==> config.mk <==
export PLATFORM = sky130hd
export DESIGN_NAME = smh_target_flat
export DESIGN_NICKNAME = d
export VERILOG_FILES = /design/src/inc/smh_pkg.sv /design/src/inc/smh_bus_if.sv /design/src/hdl/smh_target.sv /design/src/flat_wrapper.sv
export VERILOG_INCLUDE_DIRS = /design/src /design/src/inc
export SDC_FILE = /design/constraint.sdc
export NUM_CORES = 1
export LEC_CHECK = 0
export BUFFER_PORTS_ARGS = -buffer_cell sky130_fd_sc_hd__buf_2
export CAP_MARGIN = 10
export CELL_PAD_IN_SITES_DETAIL_PLACEMENT = 0
export CELL_PAD_IN_SITES_GLOBAL_PLACEMENT = 1
export CORE_AREA = 2 2 131 133
export CTS_CLUSTER_DIAMETER = 100
export CTS_CLUSTER_SIZE = 20
export DETAILED_ROUTE_END_ITERATION = 10
export DIE_AREA = 0 0 133 135
export PLACE_DENSITY_LB_ADDON = 0.12
export SYNTH_ARGS = -nofsm -noshare
export SYNTH_HDL_FRONTEND = slang
export SYNTH_SLANG_ARGS = --single-unit
==> constraint.sdc <==
create_clock -name MCLK -period 11.4 [get_ports MCLK]
set_clock_uncertainty 0.05 [all_clocks]
set_input_delay 1.71 -clock MCLK [delete_from_list [all_inputs] [get_ports MCLK]]
set_output_delay 1.71 -clock MCLK [all_outputs]
set_load 0.02 [all_outputs]
==> src/inc/smh_defines.svh <==
`ifndef SMH_DEFINES_SVH
`define SMH_DEFINES_SVH

// Message codes on the bus.
`define SMH_EXT             8'h01
`define SMH_MDP_LEN         8'h05
`define SMH_MDP_CODE        8'h00
`define SMH_TAG_SIMPLE      8'h20
`define SMH_TAG_HEAD        8'h21
`define SMH_TAG_ORDERED     8'h22
`define SMH_RESTORE_PTRS    8'h03
`define SMH_INIT_RECOVERY   8'h0f
`define SMH_PARITY_ERR      8'h09
`define SMH_REJECT          8'h07
`define SMH_NOP             8'h08
`define SMH_LINKED          8'h0a
`define SMH_LINKED_FLAG     8'h0b
`define SMH_ABORT_TAG       8'h0d

// Field positions in the identify byte.
`define SMH_IDENT_BIT       7
`define SMH_ROUTINE_BIT     5

// Reset values.
`define SMH_BYTE_RST        8'h00
`define SMH_PAR_RST         1'b1

`endif

==> src/inc/smh_pkg.sv <==
package smh_pkg;

  typedef enum logic [1:0] {
    KIND_SIMPLE,
    KIND_HEAD,
    KIND_ORDERED
  } smh_kind_t;

  typedef enum logic [2:0] {
    T_FREE,
    T_IDLE,
    T_IN,
    T_IN_REL,
    T_OUT,
    T_OUT_REL,
    T_DEC
  } smh_tst_t;

endpackage : smh_pkg

==> src/inc/smh_bus_if.sv <==
`timescale 1ns/1ps
interface smh_bus_if;
  logic       bsy;
  logic       req;
  logic       ack;
  logic       atn;
  logic       msg;
  logic       cd;
  logic       io;
  logic [7:0] t_db;
  logic       t_dbp;
  logic [7:0] i_db;
  logic       i_dbp;

  modport tgt (
    output bsy, req, msg, cd, io, t_db, t_dbp,
    input  ack, atn, i_db, i_dbp
  );

  modport ini (
    output ack, atn, i_db, i_dbp,
    input  bsy, req, msg, cd, io, t_db, t_dbp
  );
endinterface : smh_bus_if

==> src/hdl/smh_target.sv <==
`timescale 1ns/1ps
`include "smh_defines.svh"
// Contract
// - Send recovery message right after error status.
// - Recovery message after identify, tag, before command.
// - Rejected recovery message leaves condition unset.
// - Linked completion resets initiator pointers.
// - Restore or reconnect returns pointers to saved.
// - Initiator raises ATN before ACK on bad byte.
// - Parity message without interlock drops BSY.
// - Parity message then message in resends whole.
// - Reject needs interlock, otherwise target rejects it.
// - Target reject goes out before more bytes.
// - ATN after reject returns to first byte out.
// - Pointer modify message adds signed argument.
// - Initiator sends no operation when idle.
// - Queue tag is code byte plus tag.
// - Tagged queuing for logical units, three kinds.
// - Unsupported tag gets reject, process untagged.
// - Tag freed at end, value not ordering.
// - Initiator tag follows identify, one per connection.
// - Reconnect sends simple tag after identify.
// - Initiator aborts an unknown reconnect tag.
// - Head tags go first, stacked last in first.
// - Ordered tags run after all earlier ones.
module smh_target #(
  parameter int QD = 4
) (
  // Clock and reset
  input  wire logic               MCLK,
  input  wire logic               RST,
  // Bus
  smh_bus_if.tgt                  BUS,
  // Connection control
  input  wire logic               SELECTED,
  input  wire logic               FREE,
  // Message to send
  input  wire logic               TX_START,
  input  wire logic [2:0]         TX_LEN,
  input  wire logic [55:0]        TX_DATA,
  // Recovery condition
  input  wire logic               STATUS_ECA,
  input  wire logic               ECA_EN,
  input  wire logic               ECA_CLR,
  output logic                    ECA_ACTIVE,
  // Queue
  input  wire logic               TAG_EN,
  input  wire logic               NEXT_REQ,
  output logic                    NEXT_VALID,
  output logic      [7:0]         NEXT_TAG,
  output smh_pkg::smh_kind_t      NEXT_KIND,
  output logic      [$clog2(QD+1)-1:0] Q_COUNT,
  // Events
  output logic                    CATASTROPHE,
  output logic                    REJECTED,
  output logic                    UNTAGGED,
  output logic                    TAG_ACCEPT,
  output logic                    BUSY
);

  localparam int CW = $clog2(QD + 1);

  smh_pkg::smh_tst_t  state;
  smh_pkg::smh_tst_t  next_state;
  smh_pkg::smh_kind_t rx_kind;
  smh_pkg::smh_kind_t code_kind;
  smh_pkg::smh_kind_t q_kind [QD];
  smh_pkg::smh_kind_t next_q_kind [QD];
  logic [7:0]         q_tag [QD];
  logic [7:0]         next_q_tag [QD];
  logic [CW-1:0]      next_q_cnt;
  logic [7:0]         buf_q [7];
  logic [2:0]         len;
  logic [2:0]         idx;
  logic [7:0]         rx_byte;
  logic               send_rej;
  logic               atn_rel;
  logic               sent_any;
  logic               eca_pend;
  logic               retx;
  logic               routine;
  logic               rx_tag_wait;

  wire       dec        = state == smh_pkg::T_DEC;
  wire       load_eca   = state == smh_pkg::T_IDLE && STATUS_ECA && ECA_EN;
  wire       load_tx    = state == smh_pkg::T_IDLE && TX_START &&
                          TX_LEN != 3'd0;
  wire [7:0] cur_byte   = send_rej ? `SMH_REJECT : buf_q[idx];
  wire       last_in    = send_rej || idx == len - 3'd1;
  wire       in_done    = state == smh_pkg::T_IN_REL && !BUS.ack;
  wire       in_step    = in_done && !last_in;
  wire       in_start   = next_state == smh_pkg::T_IN &&
                          state != smh_pkg::T_IN_REL &&
                          state != smh_pkg::T_IN;
  wire       q_full     = Q_COUNT == CW'(QD);
  wire       code_byte  = !rx_tag_wait;
  wire       is_ident   = code_byte && rx_byte[`SMH_IDENT_BIT];
  wire       is_tag     = code_byte && (rx_byte == `SMH_TAG_SIMPLE ||
                          rx_byte == `SMH_TAG_HEAD ||
                          rx_byte == `SMH_TAG_ORDERED);
  wire       is_perr    = code_byte && rx_byte == `SMH_PARITY_ERR;
  wire       is_rej     = code_byte && rx_byte == `SMH_REJECT;
  wire       is_nop     = code_byte && rx_byte == `SMH_NOP;
  wire       interlock  = sent_any && atn_rel;
  wire       perr_bad   = is_perr && !interlock;
  wire       good_rej   = is_rej && interlock;
  wire       tag_refuse = is_tag && (!TAG_EN || routine || q_full);
  wire       unknown    = code_byte && !is_ident && !is_tag && !is_perr &&
                          !is_rej && !is_nop;
  wire       need_rej   = (is_rej && !interlock) || tag_refuse ||
                          unknown;
  wire       enq        = dec && rx_tag_wait;
  wire       pop        = NEXT_REQ && Q_COUNT != '0 && !enq;
  wire       resend     = dec && next_state == smh_pkg::T_IN && !need_rej;
  wire       in_msg     = state != smh_pkg::T_FREE &&
                          state != smh_pkg::T_IDLE;
  wire       in_dir     = state == smh_pkg::T_IN ||
                          state == smh_pkg::T_IN_REL;

  assign code_kind = (rx_byte == `SMH_TAG_HEAD) ? smh_pkg::KIND_HEAD :
                     (rx_byte == `SMH_TAG_ORDERED) ? smh_pkg::KIND_ORDERED :
                     smh_pkg::KIND_SIMPLE;

  always_comb begin
    next_state = state;
    case (state)
      smh_pkg::T_FREE: begin
        if (SELECTED) begin
          next_state = smh_pkg::T_OUT;
        end
      end
      smh_pkg::T_IDLE: begin
        if (FREE) begin
          next_state = smh_pkg::T_FREE;
        end else if (load_eca || load_tx) begin
          next_state = smh_pkg::T_IN;
        end else if (BUS.atn) begin
          next_state = smh_pkg::T_OUT;
        end
      end
      smh_pkg::T_IN: begin
        if (BUS.ack) begin
          next_state = smh_pkg::T_IN_REL;
        end
      end
      smh_pkg::T_IN_REL: begin
        if (!BUS.ack) begin
          if (!last_in) begin
            next_state = smh_pkg::T_IN;
          end else if (BUS.atn) begin
            next_state = smh_pkg::T_OUT;
          end else begin
            next_state = smh_pkg::T_IDLE;
          end
        end
      end
      smh_pkg::T_OUT: begin
        if (BUS.ack) begin
          next_state = smh_pkg::T_OUT_REL;
        end
      end
      smh_pkg::T_OUT_REL: begin
        if (!BUS.ack) begin
          next_state = smh_pkg::T_DEC;
        end
      end
      smh_pkg::T_DEC: begin
        if (perr_bad) begin
          next_state = smh_pkg::T_FREE;
        end else if (need_rej) begin
          next_state = smh_pkg::T_IN;
        end else if (BUS.atn) begin
          next_state = smh_pkg::T_OUT;
        end else if (retx || is_perr) begin
          next_state = smh_pkg::T_IN;
        end else begin
          next_state = smh_pkg::T_IDLE;
        end
      end
      default: next_state = smh_pkg::T_FREE;
    endcase
  end

  // Head entries are pushed at the front so later ones run first; the
  // process being executed has already left the queue and is untouched.
  always_comb begin
    next_q_tag  = q_tag;
    next_q_kind = q_kind;
    next_q_cnt  = Q_COUNT;
    if (enq) begin
      if (rx_kind == smh_pkg::KIND_HEAD) begin
        for (int i = QD - 1; i > 0; i--) begin
          next_q_tag[i]  = q_tag[i-1];
          next_q_kind[i] = q_kind[i-1];
        end
        next_q_tag[0]  = rx_byte;
        next_q_kind[0] = rx_kind;
      end else begin
        for (int i = 0; i < QD; i++) begin
          if (Q_COUNT == CW'(i)) begin
            next_q_tag[i]  = rx_byte;
            next_q_kind[i] = rx_kind;
          end
        end
      end
      next_q_cnt = Q_COUNT + 1'b1;
    end else if (pop) begin
      for (int i = 0; i < QD - 1; i++) begin
        next_q_tag[i]  = q_tag[i+1];
        next_q_kind[i] = q_kind[i+1];
      end
      next_q_cnt = Q_COUNT - 1'b1;
    end
  end

  always_ff @(posedge MCLK or posedge RST) begin
    if (RST) begin
      state   <= smh_pkg::T_FREE;
      Q_COUNT <= '0;
      for (int i = 0; i < QD; i++) begin
        q_tag[i]  <= `SMH_BYTE_RST;
        q_kind[i] <= smh_pkg::KIND_SIMPLE;
      end
    end else begin
      state   <= next_state;
      Q_COUNT <= next_q_cnt;
      q_tag   <= next_q_tag;
      q_kind  <= next_q_kind;
    end
  end

  // Bus pins.
  always_ff @(posedge MCLK or posedge RST) begin
    if (RST) begin
      BUS.bsy   <= 1'b0;
      BUS.req   <= 1'b0;
      BUS.msg   <= 1'b0;
      BUS.cd    <= 1'b0;
      BUS.io    <= 1'b0;
      BUS.t_db  <= `SMH_BYTE_RST;
      BUS.t_dbp <= `SMH_PAR_RST;
    end else begin
      BUS.bsy   <= next_state != smh_pkg::T_FREE;
      BUS.req   <= state == smh_pkg::T_IN || state == smh_pkg::T_OUT;
      BUS.msg   <= in_msg;
      BUS.cd    <= in_msg;
      BUS.io    <= in_dir;
      BUS.t_db  <= cur_byte;
      BUS.t_dbp <= ~^cur_byte;
    end
  end

  // Outbound buffer is kept intact while a reject is sent, so that a
  // retransmission still has the original message.
  always_ff @(posedge MCLK or posedge RST) begin
    if (RST) begin
      buf_q <= '{default: `SMH_BYTE_RST};
      len   <= 3'd1;
      idx   <= 3'd0;
    end else begin
      if (load_eca) begin
        buf_q[0] <= `SMH_INIT_RECOVERY;
        len      <= 3'd1;
      end else if (load_tx) begin
        for (int i = 0; i < 7; i++) begin
          buf_q[i] <= TX_DATA[8*i +: 8];
        end
        len <= TX_LEN;
      end
      if (in_start) begin
        idx <= 3'd0;
      end else if (in_step) begin
        idx <= idx + 3'd1;
      end
    end
  end

  // Message-out bookkeeping.
  always_ff @(posedge MCLK or posedge RST) begin
    if (RST) begin
      rx_byte     <= `SMH_BYTE_RST;
      send_rej    <= 1'b0;
      atn_rel     <= 1'b0;
      sent_any    <= 1'b0;
      retx        <= 1'b0;
      routine     <= 1'b0;
      rx_tag_wait <= 1'b0;
      rx_kind     <= smh_pkg::KIND_SIMPLE;
    end else begin
      if (state == smh_pkg::T_OUT && BUS.ack) begin
        rx_byte <= BUS.i_db;
      end
      // The reject stays marked after it goes out, so that a parity error
      // reported against it brings back the reject, not the older message.
      if (dec && need_rej) begin
        send_rej <= 1'b1;
      end else if (load_eca || load_tx || state == smh_pkg::T_FREE ||
                   (dec && !is_perr && !retx)) begin
        send_rej <= 1'b0;
      end
      if (in_done) begin
        atn_rel  <= BUS.atn;
        sent_any <= 1'b1;
      end else if (dec || state == smh_pkg::T_FREE) begin
        sent_any <= 1'b0;
      end
      if (resend || state == smh_pkg::T_FREE) begin
        retx <= 1'b0;
      end else if (dec && is_perr && interlock) begin
        retx <= 1'b1;
      end
      if (SELECTED) begin
        routine <= 1'b0;
      end else if (dec && is_ident) begin
        routine <= rx_byte[`SMH_ROUTINE_BIT];
      end
      if (dec) begin
        rx_tag_wait <= is_tag && !tag_refuse;
        rx_kind     <= code_kind;
      end
    end
  end

  // Recovery condition; the enable input is never altered here.
  always_ff @(posedge MCLK or posedge RST) begin
    if (RST) begin
      ECA_ACTIVE <= 1'b0;
      eca_pend   <= 1'b0;
    end else begin
      if (ECA_CLR) begin
        ECA_ACTIVE <= 1'b0;
      end
      if (in_done && last_in && !send_rej &&
          cur_byte == `SMH_INIT_RECOVERY) begin
        if (BUS.atn) begin
          eca_pend <= 1'b1;
        end else begin
          ECA_ACTIVE <= 1'b1;
        end
      end else if (dec && good_rej) begin
        eca_pend <= 1'b0;
      end else if (dec && eca_pend && !BUS.atn && !is_perr) begin
        eca_pend   <= 1'b0;
        ECA_ACTIVE <= 1'b1;
      end
    end
  end

  always_ff @(posedge MCLK or posedge RST) begin
    if (RST) begin
      NEXT_VALID  <= 1'b0;
      NEXT_TAG    <= `SMH_BYTE_RST;
      NEXT_KIND   <= smh_pkg::KIND_SIMPLE;
      CATASTROPHE <= 1'b0;
      REJECTED    <= 1'b0;
      UNTAGGED    <= 1'b0;
      TAG_ACCEPT  <= 1'b0;
      BUSY        <= 1'b0;
    end else begin
      NEXT_VALID  <= pop;
      if (pop) begin
        NEXT_TAG  <= q_tag[0];
        NEXT_KIND <= q_kind[0];
      end
      CATASTROPHE <= dec && perr_bad;
      REJECTED    <= dec && good_rej;
      UNTAGGED    <= dec && tag_refuse;
      TAG_ACCEPT  <= enq;
      BUSY        <= next_state != smh_pkg::T_IDLE &&
                     next_state != smh_pkg::T_FREE;
    end
  end

endmodule : smh_target

==> src/flat_wrapper.sv <==
// flat-port wrapper written by rule: the top's interface ports become plain ports
module smh_target_flat 
#(
  parameter int QD = 4
)
  (MCLK, RST, SELECTED, FREE, TX_START, TX_LEN, TX_DATA, STATUS_ECA, ECA_EN, ECA_CLR, ECA_ACTIVE, TAG_EN, NEXT_REQ, NEXT_VALID, NEXT_TAG, NEXT_KIND, Q_COUNT, CATASTROPHE, REJECTED, UNTAGGED, TAG_ACCEPT, BUSY, BUS_bsy, BUS_req, BUS_msg, BUS_cd, BUS_io, BUS_t_db, BUS_t_dbp, BUS_ack, BUS_atn, BUS_i_db, BUS_i_dbp);
  smh_bus_if BUS_i ();
  input  wire logic MCLK;
  input  wire logic RST;
  input  wire logic SELECTED;
  input  wire logic FREE;
  input  wire logic TX_START;
  input  wire logic [2:0] TX_LEN;
  input  wire logic [55:0] TX_DATA;
  input  wire logic STATUS_ECA;
  input  wire logic ECA_EN;
  input  wire logic ECA_CLR;
  output logic ECA_ACTIVE;
  input  wire logic TAG_EN;
  input  wire logic NEXT_REQ;
  output logic NEXT_VALID;
  output logic      [7:0] NEXT_TAG;
  output smh_pkg::smh_kind_t NEXT_KIND;
  output logic      [$clog2(QD+1)-1:0] Q_COUNT;
  output logic CATASTROPHE;
  output logic REJECTED;
  output logic UNTAGGED;
  output logic TAG_ACCEPT;
  output logic BUSY;
  output wire logic [$bits(BUS_i.bsy)-1:0] BUS_bsy;
  output wire logic [$bits(BUS_i.req)-1:0] BUS_req;
  output wire logic [$bits(BUS_i.msg)-1:0] BUS_msg;
  output wire logic [$bits(BUS_i.cd)-1:0] BUS_cd;
  output wire logic [$bits(BUS_i.io)-1:0] BUS_io;
  output wire logic [$bits(BUS_i.t_db)-1:0] BUS_t_db;
  output wire logic [$bits(BUS_i.t_dbp)-1:0] BUS_t_dbp;
  input wire logic [$bits(BUS_i.ack)-1:0] BUS_ack;
  input wire logic [$bits(BUS_i.atn)-1:0] BUS_atn;
  input wire logic [$bits(BUS_i.i_db)-1:0] BUS_i_db;
  input wire logic [$bits(BUS_i.i_dbp)-1:0] BUS_i_dbp;
  assign BUS_bsy = BUS_i.bsy;
  assign BUS_req = BUS_i.req;
  assign BUS_msg = BUS_i.msg;
  assign BUS_cd = BUS_i.cd;
  assign BUS_io = BUS_i.io;
  assign BUS_t_db = BUS_i.t_db;
  assign BUS_t_dbp = BUS_i.t_dbp;
  assign BUS_i.ack = BUS_ack;
  assign BUS_i.atn = BUS_atn;
  assign BUS_i.i_db = BUS_i_db;
  assign BUS_i.i_dbp = BUS_i_dbp;
  smh_target #(.QD(QD)) u_core (.MCLK(MCLK), .RST(RST), .BUS(BUS_i), .SELECTED(SELECTED), .FREE(FREE), .TX_START(TX_START), .TX_LEN(TX_LEN), .TX_DATA(TX_DATA), .STATUS_ECA(STATUS_ECA), .ECA_EN(ECA_EN), .ECA_CLR(ECA_CLR), .ECA_ACTIVE(ECA_ACTIVE), .TAG_EN(TAG_EN), .NEXT_REQ(NEXT_REQ), .NEXT_VALID(NEXT_VALID), .NEXT_TAG(NEXT_TAG), .NEXT_KIND(NEXT_KIND), .Q_COUNT(Q_COUNT), .CATASTROPHE(CATASTROPHE), .REJECTED(REJECTED), .UNTAGGED(UNTAGGED), .TAG_ACCEPT(TAG_ACCEPT), .BUSY(BUSY));
endmodule
# After elaboration in Yosys (flattened, before gate mapping)
# Index checks and enable logic that the tools add are counted.
# Widths: inputs -> output; s select.
[word_totals] reg_bits=155 latchBits=0 mem_bits_rw=0 rom_bits=0 in_bits=80 out_inout_bits=34 memories=0
[op_classes] n_addsub=4 mul=0 div_mod_pow=0 order_cmp=1 eq_ne=28 n_shift=0 mux=60 n_bitwise=2 reduce_logical=100
[op_table] op="$mux 8" n=9
[op_table] op="$mux 3" n=19
[op_table] op="$mux 56" n=1
[op_table] op="$mux 24" n=2
[op_table] op="$logic_and 1x1->1" n=47
[op_table] op="$mux 32" n=1
[op_table] op="$bmux 8 s3" n=1
[op_table] op="$eq 8x4->1 const B" n=3
[op_table] op="$eq 8x6->1 const B" n=3
[op_table] op="$pmux 3 s7" n=1
[op_table] op="$mux 1" n=17
[op_table] op="$logic_not 1->1" n=16
[op_table] op="$reduce_bool 2->1" n=8
[op_table] op="$eq 3x2->1 const B" n=5
[op_table] op="$logic_or 1x1->1" n=15
[op_table] op="$reduce_bool 3->1" n=5
[op_table] op="$mux 2" n=7
[op_table] op="$eq 3x3->1 const B" n=4
[op_table] op="$mux 6" n=2
[op_table] op="$reduce_and 2->1" n=6
[op_table] op="$ne 3x3->1 const B" n=3
[op_table] op="$eq 8x3->1 const B" n=1
[op_table] op="$reduce_xnor 8->1" n=1
[op_table] op="$add 3x1->3 const B" n=2
[op_table] op="11 further kinds" n=16

# Depth between registers and ports, before layout
[depth] depth_word=18 mapped_depth=12 ltp_nobuf=10

# Least setup slack after synthesis
# Ideal clock, no wire load.
[synth_path] path_type="input to register" from="in TX_LEN[1]" to="reg u_core.retx" setup_ns=0.086 arrival_time_ns=3.016 required_time_ns=11.264 path_slack_ns=8.249 path_stages=7 path_cell_list="o31a_1 a21oi_1 nor4_1 o31ai_1 and2_4 inv_2 a32oi_1"
[synth_via] elab_chain_len=11 word_cells_on_any_way=12
[synth_rtl] element="start: declaration" line_no="flat_wrapper.sv:13" text="input wire logic [2:0] TX_LEN;"
[synth_rtl] element="$reduce_bool 3->1 *" line_no="smh_target.sv:87" text="TX_LEN != 3'd0;"
[synth_rtl] element="$logic_and 1x1->1 *" line_no="smh_target.sv:86" text="wire load_tx = state == smh_pkg::T_IDLE && TX_START &&"
[synth_rtl] element="$logic_or 1x1->1 *" line_no="smh_target.sv:135" text="end else if (load_eca || load_tx) begin"
[synth_rtl] element="$mux 3 *" line_no="smh_target.sv:135"
[synth_rtl] element="$mux 3 *" line_no="smh_target.sv:133" text="if (FREE) begin"
[synth_rtl] element="$pmux 3 s7 *" line_no="smh_target.sv:126" text="case (state)"
[synth_rtl] element="net u_core.next_state[1]" line_no="smh_target.sv:64" text="smh_pkg::smh_tst_t next_state;"
[synth_rtl] element="$eq 3x2->1 *" line_no="smh_target.sv:114" text="wire resend = dec && next_state == smh_pkg::T_IN && !need_rej;"
[synth_rtl] element="$logic_and 1x1->1 * (2 in series)" line_no="smh_target.sv:114"
[synth_rtl] element="$logic_or 1x1->1 *" line_no="smh_target.sv:307" text="if (resend || state == smh_pkg::T_FREE) begin"
[synth_rtl] element="$mux 1 / $reduce_bool 2->1 (equally long branches)"
[synth_rtl] element="end signal: assignment" line_no="smh_target.sv:285" text="retx <= 1'b0;"
[synth_rtl] element="end signal: assignment" line_no="smh_target.sv:308" text="retx <= 1'b0;"
[synth_rtl] element="end signal: assignment" line_no="smh_target.sv:310" text="retx <= 1'b1;"
[synth_rtl] element="end: declaration" line_no="smh_target.sv:80" text="logic retx;"
# The timed path passes the listed nets; every way through them passes the cells marked *.
# A chain may end at the register's enable or synchronous reset.

# Final worst setup path
[layout_path] from="reg u_core.idx[0]" to="reg u_core.ECA_ACTIVE"
[layout_via] elab_chain_len=8 word_cells_on_any_way=12
[layout_rtl] element="start: declaration" line_no="smh_target.sv:74" text="logic [2:0] idx;"
[layout_rtl] element="start signal: assignment" line_no="smh_target.sv:273" text="idx <= idx + 3'd1;"
[layout_rtl] element="$not 3->4 (implied by the code)" line_no="smh_target.sv:88" text="wire [7:0] cur_byte = send_rej ? `SMH_REJECT : buf_q[idx];"
[layout_rtl] element="$bmux 8 s3" line_no="smh_target.sv:88"
[layout_rtl] element="$mux 8 (implied by the code) (2 in series)" line_no="smh_target.sv:88"
[layout_rtl] element="$mux 8" line_no="smh_target.sv:88"
[layout_rtl] element="net u_core.cur_byte[3]" line_no="smh_target.sv:88"
[layout_rtl] element="$eq 8x4->1 (no line)"
[layout_rtl] element="$logic_and 1x1->1 (no line)"
[layout_rtl] element="$mux 1" line_no="smh_target.sv:333" text="if (in_done && last_in && !send_rej &&"
[layout_rtl] element="end signal: assignment" line_no="smh_target.sv:331" text="ECA_ACTIVE <= 1'b0;"
[layout_rtl] element="end signal: assignment" line_no="smh_target.sv:338" text="ECA_ACTIVE <= 1'b1;"
[layout_rtl] element="end signal: assignment" line_no="smh_target.sv:344" text="ECA_ACTIVE <= 1'b1;"
[layout_rtl] element="end: declaration" line_no="smh_target.sv:45" text="output logic ECA_ACTIVE,"
# The timed path passes the listed nets, and every way through them passes these cells. The select of a mux whose other input is x is not followed.

==> reports/metrics.csv <==
stage;metric;value;unit
place;Final GP Congestion;0.882;
power_and_ir_drop;switching share of total power;0.374;
timing;Max Slew Vio Count;0;
worst_hold_path;Hold Path End;u_core.buf_q[31]$_DFFE_PP0P_;
route;Routed WL per cell;16.4;µm
floorplanning;die height;135;µm
power_and_ir_drop;Int Pwr;0.00150;W
final_layout;post-route cell area;8650;µm²
place;Cell Area, Placed;8060;µm²
route;routed via count;5724;
clocking;root buffer cell;clkbuf_16;
clocking;number of buffers created by CTS;17;
global_routing;first-pass GRT wire length;30000;µm
global_routing;vias in the first global route;5905;
power_and_ir_drop;combinational power share;0.356;
floorplanning;I/O Pins;114;
final_layout;nets@finish;948;
place;hpwl dp;12400;µm
clocking;Clock transition at path regs;60;ps
timing;worst slew pin tran;1020;ps
route;DR pass1 iterations;5;
run;max-cap violations;0;
floorplanning;core area;16400;µm²
worst_hold_path;WHS Path Cells;2;
timing;FMAX;300;MHz
final_layout;filler instances;1513;
timing;Sum Neg Setup Slack;0;ps
critical_path;R2R cell count;8;
clocking;CTS tree;built;
logic_synthesis;post-synthesis sequential area ratio;0.528;
route;DRT iter0 DRCs;332;
timing;RSZ-0062 raised after global routing;false;
logic_synthesis;share of flip-flops with an asynchronous set or reset;1.00;
route;final antenna-violating net count;0;
critical_path;RR Startpoint;u_core.idx[0]$_DFFE_PP0P_;
floorplanning;Initial Utilization;0.448;
logic_synthesis;Net Count, Synth;856;
timing;Fin Hold WS;419;ps
critical_path;Setup CP Type;flip-flop to flip-flop;
power_and_ir_drop;VDD IR max;0.000120;V
status;status;completed;
timing;count of final setup violators;0;
critical_path;CP Data Arrival Time;3620;ps
worst_hold_path;HP Start;u_core.buf_q[31]$_DFFE_PP0P_;
timing;Period minus WS final;3330;ps
power_and_ir_drop;Pleak;4.15;nW
final_layout;diode count;0;
place;placed cell count;1057;
logic_synthesis;Seq cells post-synth;155;
power_and_ir_drop;Pwr Density;276;nW/µm²
final_layout;fin cells;1089;
global_routing;GRT overflow;0;
route;drt drc;0;
global_routing;largest net degree at the start of global routing;82;
clocking;H-tree depth;4;
timing;relative slew slack;0.322;
logic_synthesis;Cells after Synth;764;
timing;final hold violations;0;
timing;period utilisation layout;0.292;
route;via-per-instance ratio;5.26;
logic_synthesis;number of synthesized flops with an enable pin;0;
clocking;TritonCTS Sinks;155;
critical_path;Worst EP required;11700;ps
final_layout;area grow syn2layout;17.7;%
power_and_ir_drop;Switch Pwr;0.000892;W
power_and_ir_drop;Reg power frac;0.409;
clocking;clock tree buffer depth;2;
global_routing;initial antenna violation count;0;
clocking;latest clock arrival within the worst-skew pair;430;ps
logic_synthesis;Synth Flop Type;dfrtp_1;
logic_synthesis;synth unique cells;62;
worst_hold_path;Tightest Hold Check Type;flip-flop to flip-flop;
logic_synthesis;Mapped Avg Cell Area;9.61;µm²
floorplanning;# rows;47;
clocking;Post-CTS Setup Inserts;0;
floorplanning;die width;133;µm
power_and_ir_drop;Clock Power Share;0.235;
logic_synthesis;Cell Area, Synth;7350;µm²
global_routing;total track usage;0.212;
critical_path;crit path max fanout;20;
critical_path;terminus of the critical flop-to-flop path;u_core.ECA_ACTIVE$_DFF_PP0_;
final_layout;share of layout cells above drive strength 1;0.241;
logic_synthesis;warnings from Yosys;0;
route;WL final;17900;µm
final_layout;Core Util, Final;0.527;
critical_path;R2R Setup Slk;8070;ps
clocking;Post-CTS Resized;0;
clocking;Post-CTS Hold Fix Bufs;0;
critical_path;capturing element type of the critical path;flip-flop;
critical_path;Startpoint Class;flip-flop;
floorplanning;die area;18000;µm²
place;port bufs;112;
[cells in the mapped netlist, types with 6 or more instances]
cell        n  area share
nand2_1   222        0.11
dfrtp_1   153        0.52
a21oi_1    47       0.032
nor2_1     46       0.024
clkbuf_1   38       0.019
mux2_2     35       0.054
o21ai_0    33       0.022
inv_1      23       0.012
a31oi_1    12       0.010
ha_1       12       0.020
nor2b_1    12       0.010
mux2i_1    10       0.014
o22ai_1     9      0.0077
mux4_2      8       0.025
a22o_1      6      0.0072
o211ai_1    6      0.0061
[critical path, stage by stage (launching register included)]
cell and delay (ps):
dfrtp_1 980, nor2b_1 560, a21oi_1 220, a211oi_1 340
ha_1 200, nand2_1 50, nor4_1 580, a41oi_1 110
o22ai_1 160
[power groups by stage]
stage	clock, W	combinational (W)	sequential (W)
after floorplan	0	0.000633	0.000950
after global placement	0	0.000835	0.000977
after CTS	0.000574	0.000861	0.000978
after detailed placement	0	0.000859	0.000986
final	0.000562	0.000849	0.000977
after global routing	0.000597	0.000960	0.00101
[flip-flops by register name (all words and copies together) (netlist names), 2 cells and up]
register	flops
u_core.NEXT_KIND	2
u_core.idx	3
u_core.rx_byte	8
u_core.NEXT_TAG	8
u_core.len	3
u_core.BUS.t_db	8
u_core.buf_q	56
u_core.Q_COUNT	3
u_core.rx_kind	2
u_core.state	3
u_core.q_kind	8
u_core.q_tag	32
[area by class of cell]
type | instances | area (µm²) | share of cell area
sequential | 155 | 3880 | 0.449
timing repair buffer | 119 | 613 | 0.0709
clock buffer | 19 | 443 | 0.0512
multi-input combinational | 539 | 3200 | 0.370
inverter | 24 | 95.1 | 0.0110
clock inverter | 13 | 145 | 0.0168
tap | 220 | 275 | 0.0318
[metal layers]
metal  wire (µm)  share of wire  global-route usage  vias to the layer above
li1            -              -                   -                     2783
met1        8020           0.45               0.279                     2769
met2        8560           0.48               0.344                      142
met3         839          0.047              0.0514                       30
met4         436          0.024              0.0783                        0
met5           0              0                   0                        -
[layout by cell type (no fill, tap or decap), drive strengths merged, types with 3 or more instances in the layout]
cell      count
nor2         46
xnor2         5
inv          25
o22ai         9
nand2b        5
and2          5
ha           12
dfrtp       153
o21ai        33
buf         119
a211o         4
mux2         35
nor2b        12
and4          3
o211ai        6
nand2       222
or3           4
clkbuf       19
mux2i        10
mux4          8
nor3          4
a21oi        47
a31oi        12
xor2          3
clkinv        4
a22o          6
nor4          5
a211oi        3
o22a          4
clkinvlp      6
o31ai         4
[how the worst max path moves through the flow]
| stage | endpoint | slack, ps | from | depth (start not counted) |
|---|---|---|---|---|
| 2_1_floorplan | u_core.BUS.bsy$_DFF_PP0_ | 5470 | RST | 1 |
| 3_3_place_gp | u_core.retx$_DFFE_PP0P_ | 7910 | TX_LEN[1] | 8 |
| 3_5_place_dp | u_core.retx$_DFFE_PP0P_ | 7900 | TX_LEN[1] | 8 |
| 4_1_cts | u_core.ECA_ACTIVE$_DFF_PP0_ | 8020 | u_core.idx[0]$_DFFE_PP0P_ | 8 |
| 5_1_grt | u_core.ECA_ACTIVE$_DFF_PP0_ | 7750 | u_core.idx[0]$_DFFE_PP0P_ | 8 |
| 6_report | u_core.ECA_ACTIVE$_DFF_PP0_ | 8070 | u_core.idx[0]$_DFFE_PP0P_ | 8 |
[metrics by stage]
step | power, W | setup slack, ps
after floorplan | 0.00158 | 5470
after global placement | 0.00181 | 7910
after detailed placement | 0.00184 | 7900
after CTS | 0.00241 | 8020
after global routing | 0.00257 | 7750
final | 0.00239 | 8070
[cells by family after synthesis]
group,after synthesis,share of synthesized area
simple gates,319,0.185
flops,155,0.528
compound gates,146,0.125
buf+inv,70,0.0371
mux,53,0.0918
fa+ha+maj,12,0.0204
xor+xnor,9,0.0126
Power figures use the tool's default switching activity.
